$ cat src/rtl/buck_pkg.sv
package buck_pkg;
	// Register indices
	localparam logic [3:0] ADDR_MODE = 4'h0;
	localparam logic [3:0] ADDR_ENABLE = 4'h1;
	localparam logic [3:0] ADDR_STARTUP = 4'h2;
	localparam logic [3:0] ADDR_VCHANGE = 4'h3;
	localparam logic [3:0] ADDR_RAMP = 4'h4;
	localparam logic [3:0] ADDR_R1_T1 = 4'h5;
	localparam logic [3:0] ADDR_T1 = 4'h6;
	localparam logic [3:0] ADDR_T2 = 4'h7;
	localparam logic [3:0] ADDR_STATUS = 4'h8;
	// Reset values
	localparam logic [7:0] RST_ZERO = 8'h00;
	localparam logic [7:0] RST_RAMP = 8'h3f;
	localparam logic [7:0] RST_TARGET = 8'h19;
	// Field positions for regulator 3; EDGE_LSB is in regulator 1's target register
	localparam int MODE_LSB = 4;
	localparam int EN_BIT = 2;
	localparam int START_BIT = 2;
	localparam int REFSEL_BIT = 5;
	localparam int SLEW_BIT = 4;
	localparam int RAMP_LSB = 4;
	localparam int PGMASK_BIT = 5;
	localparam int FREQ_BIT = 5;
	localparam int PHASE_BIT = 6;
	localparam int ALIVE_BIT = 7;
	localparam int EDGE_LSB = 6;
	// Go bits of all regulators never store
	localparam logic [7:0] VCHANGE_GO_MASK = 8'h15;
	// Operating modes
	localparam logic [1:0] MODE_PSKIP = 2'h0;
	localparam logic [1:0] MODE_BURST = 2'h1;
	localparam logic [1:0] MODE_FCCM = 2'h2;
	// Timing
	localparam int CLK_PERIOD_NS = 10;
	localparam int CLK_KHZ = 100000;
	localparam int US_NS = 1000;
	localparam logic [6:0] TICK_CYC = 7'(US_NS / CLK_PERIOD_NS);
	localparam int FULL_FREQ_KHZ = 2250;
	localparam int HALF_FREQ_KHZ = 1125;
	localparam int FULL_HI_PCT = 20;
	localparam int HALF_HI_PCT = 50;
	localparam logic [7:0] FULL_PER = 8'(CLK_KHZ / FULL_FREQ_KHZ);
	localparam logic [7:0] HALF_PER = 8'(CLK_KHZ / HALF_FREQ_KHZ);
	localparam logic [7:0] FULL_HI = 8'(CLK_KHZ / FULL_FREQ_KHZ * FULL_HI_PCT / 100);
	localparam logic [7:0] HALF_HI = 8'(CLK_KHZ / HALF_FREQ_KHZ * HALF_HI_PCT / 100);
	// Slew steps in uV per microsecond
	localparam logic [19:0] STEP_0P88 = 20'd880;
	localparam logic [19:0] STEP_1P75 = 20'd1750;
	localparam logic [19:0] STEP_3P5 = 20'd3500;
	localparam logic [19:0] STEP_7 = 20'd7000;
	localparam logic [19:0] STEP_SOFT = 20'd800;

	typedef struct packed {
		logic en;
		logic [3:0] addr;
		logic [7:0] data;
	} wr_t;

	typedef enum logic [4:0] {
		ST_OFF = 5'b00001,
		ST_WAIT = 5'b00010,
		ST_SOFT = 5'b00100,
		ST_RUN = 5'b01000,
		ST_SLEW = 5'b10000
	} state_t;
endpackage

$ cat src/rtl/buck_regulator_control.sv
module buck_regulator_control #(
	parameter int LSB_UV = 12500,
	parameter bit IMMEDIATE_ON_ZERO = 1'b0
) (
	input wire logic i_ref_clk,
	input wire logic i_nrst,
	input wire buck_pkg::wr_t i_wr,
	input wire logic [3:0] i_rd_addr,
	output logic [7:0] o_rd_data,
	input wire logic i_out_low,
	input wire logic i_fault,
	input wire logic i_shutdown,
	input wire logic i_pg_raw,
	output logic [1:0] o_mode,
	output logic o_run,
	output logic o_power_good,
	output logic [19:0] o_ref_uv,
	output logic o_sw_clk,
	output logic o_cycle_start,
	output logic o_half_rate,
	output logic [1:0] o_edge_rate
);
	import buck_pkg::*;

	logic [7:0] mode_select;
	logic [7:0] output_enable;
	logic [7:0] startup_option;
	logic [7:0] voltage_change_control;
	logic [7:0] ramp_rate_control;
	logic [7:0] reg1_target_one;
	logic [7:0] reg3_target_one;
	logic [7:0] reg3_target_two;
	logic slew_req;
	logic [2:0] pin_s1;
	logic [2:0] pin_s2;
	logic [1:0] pg_sync;
	logic out_low_s;
	logic fault_s;
	logic shut_s;
	state_t state;
	state_t next_state;
	logic [19:0] ref_uv;
	logic [19:0] next_ref;
	logic [19:0] target;
	logic [19:0] step;
	logic [6:0] tick_cnt;
	logic tick;
	logic [7:0] sw_cnt;
	logic [7:0] per;
	logic [7:0] hi;
	logic [7:0] off;
	logic [7:0] shifted;
	logic stop;
	logic wait_sel;
	logic wr_hit;

	assign wr_hit = i_wr.en;

	// Register writes
	always_ff @(posedge i_ref_clk or negedge i_nrst) begin
		if (!i_nrst) begin
			mode_select <= RST_ZERO;
			output_enable <= RST_ZERO;
			startup_option <= RST_ZERO;
			voltage_change_control <= RST_ZERO;
			ramp_rate_control <= RST_RAMP;
			reg1_target_one <= RST_TARGET;
			reg3_target_one <= RST_TARGET;
			reg3_target_two <= RST_TARGET;
		end else if (wr_hit) begin
			case (i_wr.addr)
				ADDR_MODE: mode_select <= i_wr.data;
				ADDR_ENABLE: output_enable <= i_wr.data;
				ADDR_STARTUP: startup_option <= i_wr.data;
				ADDR_VCHANGE: voltage_change_control <= i_wr.data & ~VCHANGE_GO_MASK;
				ADDR_RAMP: ramp_rate_control <= i_wr.data;
				ADDR_R1_T1: reg1_target_one <= i_wr.data;
				ADDR_T1: reg3_target_one <= i_wr.data;
				ADDR_T2: reg3_target_two <= i_wr.data;
				default: ;
			endcase
		end
	end

	always_ff @(posedge i_ref_clk or negedge i_nrst) begin
		if (!i_nrst) begin
			slew_req <= 1'b0;
		end else if (wr_hit && i_wr.addr == ADDR_VCHANGE && i_wr.data[SLEW_BIT]) begin
			slew_req <= 1'b1;
		end else if (state == ST_RUN || state == ST_OFF) begin
			slew_req <= 1'b0;
		end
	end

	// Registered read port
	always_ff @(posedge i_ref_clk or negedge i_nrst) begin
		if (!i_nrst) begin
			o_rd_data <= RST_ZERO;
		end else begin
			case (i_rd_addr)
				ADDR_MODE: o_rd_data <= mode_select;
				ADDR_ENABLE: o_rd_data <= output_enable;
				ADDR_STARTUP: o_rd_data <= startup_option;
				ADDR_VCHANGE: o_rd_data <= voltage_change_control;
				ADDR_RAMP: o_rd_data <= ramp_rate_control;
				ADDR_R1_T1: o_rd_data <= reg1_target_one;
				ADDR_T1: o_rd_data <= reg3_target_one;
				ADDR_T2: o_rd_data <= reg3_target_two;
				ADDR_STATUS: o_rd_data <= {2'h0, o_power_good, slew_req, state[4:1]};
				default: o_rd_data <= RST_ZERO;
			endcase
		end
	end

	// Pin synchronisers; first stage read only by second
	always_ff @(posedge i_ref_clk or negedge i_nrst) begin
		if (!i_nrst) begin
			pin_s1 <= 3'h0;
			pin_s2 <= 3'h0;
			pg_sync <= 2'h0;
		end else begin
			pin_s1 <= {i_out_low, i_fault, i_shutdown};
			pin_s2 <= pin_s1;
			pg_sync <= {pg_sync[0], i_pg_raw};
		end
	end
	assign out_low_s = pin_s2[2];
	assign fault_s = pin_s2[1];
	assign shut_s = pin_s2[0];

	// One microsecond tick for reference ramps
	always_ff @(posedge i_ref_clk or negedge i_nrst) begin
		if (!i_nrst) begin
			tick_cnt <= 7'h0;
		end else if (tick) begin
			tick_cnt <= 7'h0;
		end else begin
			tick_cnt <= tick_cnt + 7'h1;
		end
	end
	assign tick = (tick_cnt == TICK_CYC - 7'h1);

	// selected target; codes in low bits
	always_comb begin
		if (voltage_change_control[REFSEL_BIT]) begin
			target = 20'(reg3_target_two[4:0] * LSB_UV);
		end else begin
			target = 20'(reg3_target_one[4:0] * LSB_UV);
		end
	end

	always_comb begin
		case (ramp_rate_control[RAMP_LSB+:2])
			2'h0: step = STEP_0P88;
			2'h1: step = STEP_1P75;
			2'h2: step = STEP_3P5;
			default: step = STEP_7;
		endcase
		if (state == ST_SOFT) begin
			step = STEP_SOFT;
		end
	end

	assign wait_sel = ~(startup_option[START_BIT] ^ IMMEDIATE_ON_ZERO);
	assign stop = !output_enable[EN_BIT] || fault_s
		|| (shut_s && !reg3_target_two[ALIVE_BIT]);

	always_comb begin
		next_state = state;
		case (state)
			ST_OFF: begin
				if (!stop) begin
					next_state = wait_sel ? ST_WAIT : ST_SOFT;
				end
			end
			ST_WAIT: begin
				if (stop) begin
					next_state = ST_OFF;
				end else if (out_low_s) begin
					next_state = ST_SOFT;
				end
			end
			ST_SOFT: begin
				if (stop) begin
					next_state = ST_OFF;
				end else if (ref_uv == target) begin
					next_state = ST_RUN;
				end
			end
			ST_RUN: begin
				if (stop) begin
					next_state = ST_OFF;
				end else if (slew_req) begin
					next_state = ST_SLEW;
				end
			end
			ST_SLEW: begin
				if (stop) begin
					next_state = ST_OFF;
				end else if (ref_uv == target) begin
					next_state = ST_RUN;
				end
			end
			default: next_state = ST_OFF;
		endcase
	end

	always_ff @(posedge i_ref_clk or negedge i_nrst) begin
		if (!i_nrst) begin
			state <= ST_OFF;
		end else begin
			state <= next_state;
		end
	end

	// Ramp toward target, clamped so it never overshoots
	always_comb begin
		next_ref = ref_uv;
		if (state == ST_OFF || state == ST_WAIT) begin
			next_ref = 20'h0;
		end else if ((state == ST_SOFT || state == ST_SLEW) && tick) begin
			if (ref_uv < target) begin
				next_ref = (target - ref_uv <= step) ? target : ref_uv + step;
			end else if (ref_uv > target) begin
				next_ref = (ref_uv - target <= step) ? target : ref_uv - step;
			end
		end
	end

	always_ff @(posedge i_ref_clk or negedge i_nrst) begin
		if (!i_nrst) begin
			ref_uv <= 20'h0;
		end else begin
			ref_uv <= next_ref;
		end
	end
	assign o_ref_uv = ref_uv;

	always_ff @(posedge i_ref_clk or negedge i_nrst) begin
		if (!i_nrst) begin
			o_mode <= MODE_PSKIP;
			o_run <= 1'b0;
			o_power_good <= 1'b0;
		end else begin
			o_run <= (next_state != ST_OFF) && (next_state != ST_WAIT);
			if (next_state == ST_SOFT) begin
				o_mode <= MODE_PSKIP;
			end else if (mode_select[MODE_LSB+:2] == MODE_BURST) begin
				o_mode <= MODE_BURST;
			end else if (mode_select[MODE_LSB+:2] == MODE_FCCM) begin
				o_mode <= MODE_FCCM;
			end else begin
				o_mode <= MODE_PSKIP;
			end
			o_power_good <= pg_sync[1] && (next_state == ST_RUN
				|| (next_state == ST_SLEW && reg3_target_one[PGMASK_BIT]));
		end
	end

	// period and high time per rate
	assign o_half_rate = reg3_target_two[FREQ_BIT];
	assign per = o_half_rate ? HALF_PER : FULL_PER;
	assign hi = o_half_rate ? HALF_HI : FULL_HI;
	// phase two shifts by one high time
	assign off = reg3_target_two[PHASE_BIT] ? hi : 8'h0;
	assign shifted = (sw_cnt >= off) ? sw_cnt - off : sw_cnt + per - off;

	always_ff @(posedge i_ref_clk or negedge i_nrst) begin
		if (!i_nrst) begin
			sw_cnt <= 8'h0;
		end else if (sw_cnt >= per - 8'h1) begin
			sw_cnt <= 8'h0;
		end else begin
			sw_cnt <= sw_cnt + 8'h1;
		end
	end

	always_ff @(posedge i_ref_clk or negedge i_nrst) begin
		if (!i_nrst) begin
			o_sw_clk <= 1'b0;
			o_cycle_start <= 1'b0;
		end else begin
			o_sw_clk <= (shifted < hi);
			o_cycle_start <= (shifted == 8'h0);
		end
	end

	assign o_edge_rate = reg1_target_one[EDGE_LSB+:2];
endmodule

$ cat config.mk
export PLATFORM = sky130hd
export DESIGN_NAME = buck_regulator_control
export DESIGN_NICKNAME = d
export VERILOG_FILES = /design/src/rtl/buck_pkg.sv /design/src/rtl/buck_regulator_control.sv
export SDC_FILE = /design/constraint.sdc
export NUM_CORES = 1
export LEC_CHECK = 0
export BUFFER_PORTS_ARGS = -buffer_cell sky130_fd_sc_hd__buf_2
export CAP_MARGIN = 40
export CORE_UTILIZATION = 50
export DETAILED_ROUTE_END_ITERATION = 12
export PLACE_DENSITY = 0.65
export SETUP_SLACK_MARGIN = 0.2
export SLEW_MARGIN = 5
export SYNTH_ARGS = -nofsm -noshare
export SYNTH_HDL_FRONTEND = slang
export SYNTH_SLANG_ARGS = --single-unit
$ cat constraint.sdc
create_clock -name i_ref_clk -period 15.5 [get_ports i_ref_clk]
set_input_delay 3.1 -clock i_ref_clk [delete_from_list [all_inputs] [get_ports i_ref_clk]]
set_output_delay 3.1 -clock i_ref_clk [all_outputs]
set_load 0.01 [all_outputs]
==> flow_summary.toml <==
[logic_synthesis]
synth_compound_area_frac = 0.185
synth_top_family_by_area = "adder cells"
netlist_instances = 1349
synthMuxAreaShare = 0.0790
syn_nets = 1550
synth_xor_area_frac = 0.0619
synth_top_area_cell = "dfrtp_1"
synth_area_leaders = "dfrtp_1 (23%), ha_1 (18%), mux2_2 (5.6%), xnor2_1 (4.4%), dfstp_2 (3.5%)"
synth_top_area_frac = 0.225
ys_ff_latch = 123
synth_flop_cell = "dfrtp_1"
ys_types = 84
yosysWarnings = 0
synth-simple-area-share = 0.165
ys_async_sr_fraction = 1.00
synth.avg_cell_area_sq_um = 8.82
syn-cell-area_sq_mm = 0.0119
synth_fa_ha_area_frac = 0.192
seq_area_frac_synth = 0.260
synth-edff-count = 0

[clock_tree]
cts_resized = 0
cts_made_buffers = 17
h-tree-depth = 4
clock-sinks = 123
postCtsHoldBufs = 0
post_cts_buffers = 0
tritoncts = "done"
clkSlewWorstSetupHoldPaths_ns = 0.06
clkLatencyLatePin_ns = 0.43
cts-root-to-sink-buffers = 2
cts_root_buf = "clkbuf_16"

[critical_path]
path_buf_inv = 1
cp_slowest_cell = "a2111oi_0"
cp_data_required_time_ns = 15.86
path_class = "flip-flop to flip-flop"
r2r-start = "reg3_target_one[4]$_DFFE_PN1P_"
r2r_slack_ns = 8.22
r2r_cells = 25
crit_path_start_kind = "flip-flop"
critical_path.max_fanout = 11
max_stage_delay_ns = 0.75
crit_path_start = "reg3_target_one[4]$_DFFE_PN1P_"
critPathTopFamily = "compound AO/OA/AOI/OAI gates"
arrival_ns = 7.64
path_common_cell = "ha_1"
r2r-end = "o_ref_uv[12]$_DFFE_PN0P_"
end_kind = "flip-flop"

[timing]
grt_setup_unrepaired = "no"
drv_slew = 0
post-route-period-util = 0.470
clock.fmax_mhz = 137
fin_skew_ns = 0.0167
finalWorstSetupSlack_ns = 8.22
hold_violations = 0
fin_tns_setup_ns = 0
holdWs_ns = 0.348
layout_min_cycle_time_ns = 7.28
tightest_slew_ns = 0.804
relSlewSlack = 0.450
setup_violations = 0

[placement]
port_buffers = 58
dp_slack_ns = 8.32
gp_congestion = 0.951
place_hpwl_um = 24400

[final_layout]
regArea_sq_mm = 0.00310
multiInputGateArea_sq_mm = 0.00812
nets = 1584
num-fill-cells = 2162
post-route-util = 0.556
layout_commonest_cell = "ha_1"
syn2layout_area_growth_pct = 9.47
diodes = 0
final_cell_mix = "ha_1 (171), nor2_1 (110), inv_1 (107), dfrtp_1 (107), nand2_1 (89)"
drive_gt1_frac = 0.145

[flow_run]
maxCapViolCount = 0

[routing]
vias = 10100
ant_nets = 0
wire_per_inst_um = 18.7
wl_um = 32000
drt_iter0_markers = 645
via_per_inst = 5.90
drcViolationCount = 0
first_pass_iters = 5

[floorplan]
ioPinCount = 60
num_rows = 56
die_h_um = 156
core_area_sq_mm = 0.0234
die_area_sq_mm = 0.0244
die_w_um = 156
start_util = 0.508

[grt]
grt_use_total = 0.274
grt_pass1_vias = 9947
globalRouteOverflowTotal = 0
antenna_found_initial = 0
grt_first_pass_wirelength_um = 52300
grt_max_degree = 62

[worst_hold_path]
min_from = "pg_sync[0]$_DFF_PN0_"
hp-class = "flip-flop to flip-flop"
holdPathEnd = "pg_sync[1]$_DFF_PN0_"
worstHoldPathCells = 0

[run_status]
status = "finished, final reports clean"

[pwr]
ir_worst_vdd_v = 0.0000912
p_per_area_mw_per_mm2 = 194
finalPower_mw = 2.52
p_leak_nw = 6.17
per-stage QoR:
step | instance area, sq um | cells
finish | 13000 | 1715
global placement | 12400 | 1679
CTS | 13000 | 1715
global route | 13000 | 1715
floorplan | 11900 | 1349
detailed placement | 12400 | 1683
synthesized netlist by cell type, types with 14 or more instances:
cell type and instances:
nor2_1 110, mux2_2 59, a21o_1 29, nand3_1 19
a31oi_1 17, nor3_1 41, nand4_1 18, o21ai_0 67
clkbuf_1 37, a21oi_1 79, nand2_1 89, mux2i_1 14
xor2_1 24, o21a_1 19, dfstp_2 16, inv_1 107
xnor2_1 60, dfrtp_1 107, ha_1 171, nor2b_1 18
final cells by class:
class                      instances  area share
multi-input combinational       1063       0.624
sequential                       123       0.238
clock buffer                      18      0.0330
inverter                         108      0.0311
timing repair buffer              70      0.0307
tap                              319      0.0307
clock inverter                    14      0.0127
layer usage:
layer,routed length [um],up-vias,GRT usage
met5,0,-,0
met4,431,0,0.0686
met3,1500,37,0.0310
met2,14700,251,0.439
met1,15400,4907,0.392
li1,-,4923,-
where the power goes:
part	internal [mW]	switching, mW
Clock	0.241	0.166
Sequential	0.382	0.0540
Combinational	0.698	0.979
Total	1.32	1.20
logic make-up (layout without fill, tap and decap cells):
logic type                 count (synthesis)  count (layout)
xor gates and xnor gates                  84              84
AOI/OAI and AO/OA                        329             329
other                                      1               1
adders and majority gates                178             178
DFF                                      123             123
buffers and inverters                    163             210
and+or+nand+nor                          392             392
muxes                                     79              79
sequential cells by signal, indices dropped and copies added (netlist names):
| signal | cells |
|---|---|
| o_cycle_start | 1 |
| o_rd_data | 8 |
| pg_sync | 2 |
| o_mode | 2 |
| reg1_target_one | 8 |
| startup_option | 8 |
| voltage_change_control | 5 |
| o_run | 1 |
| sw_cnt | 8 |
| output_enable | 8 |
| o_ref_uv | 19 |
| ramp_rate_control | 8 |
| tick_cnt | 7 |
| pin_s2 | 3 |
| o_power_good | 1 |
| o_sw_clk | 1 |
| reg3_target_two | 8 |
| slew_req | 1 |
| pin_s1 | 3 |
| state | 5 |
| mode_select | 8 |
| reg3_target_one | 8 |
how the worst max path moves through the flow:
stage / end / slack [ns] / cells past startpoint
after floorplan: o_ref_uv[9]$_DFFE_PN0P_ / 9.54 / 31
after global placement: o_ref_uv[12]$_DFFE_PN0P_ / 8.41 / 25
after detailed placement: o_ref_uv[12]$_DFFE_PN0P_ / 8.32 / 25
after CTS: o_ref_uv[12]$_DFFE_PN0P_ / 8.29 / 25
after global routing: o_ref_uv[14]$_DFFE_PN0P_ / 7.83 / 24
final: o_ref_uv[12]$_DFFE_PN0P_ / 8.22 / 25
Power figures use the tool's default switching activity.
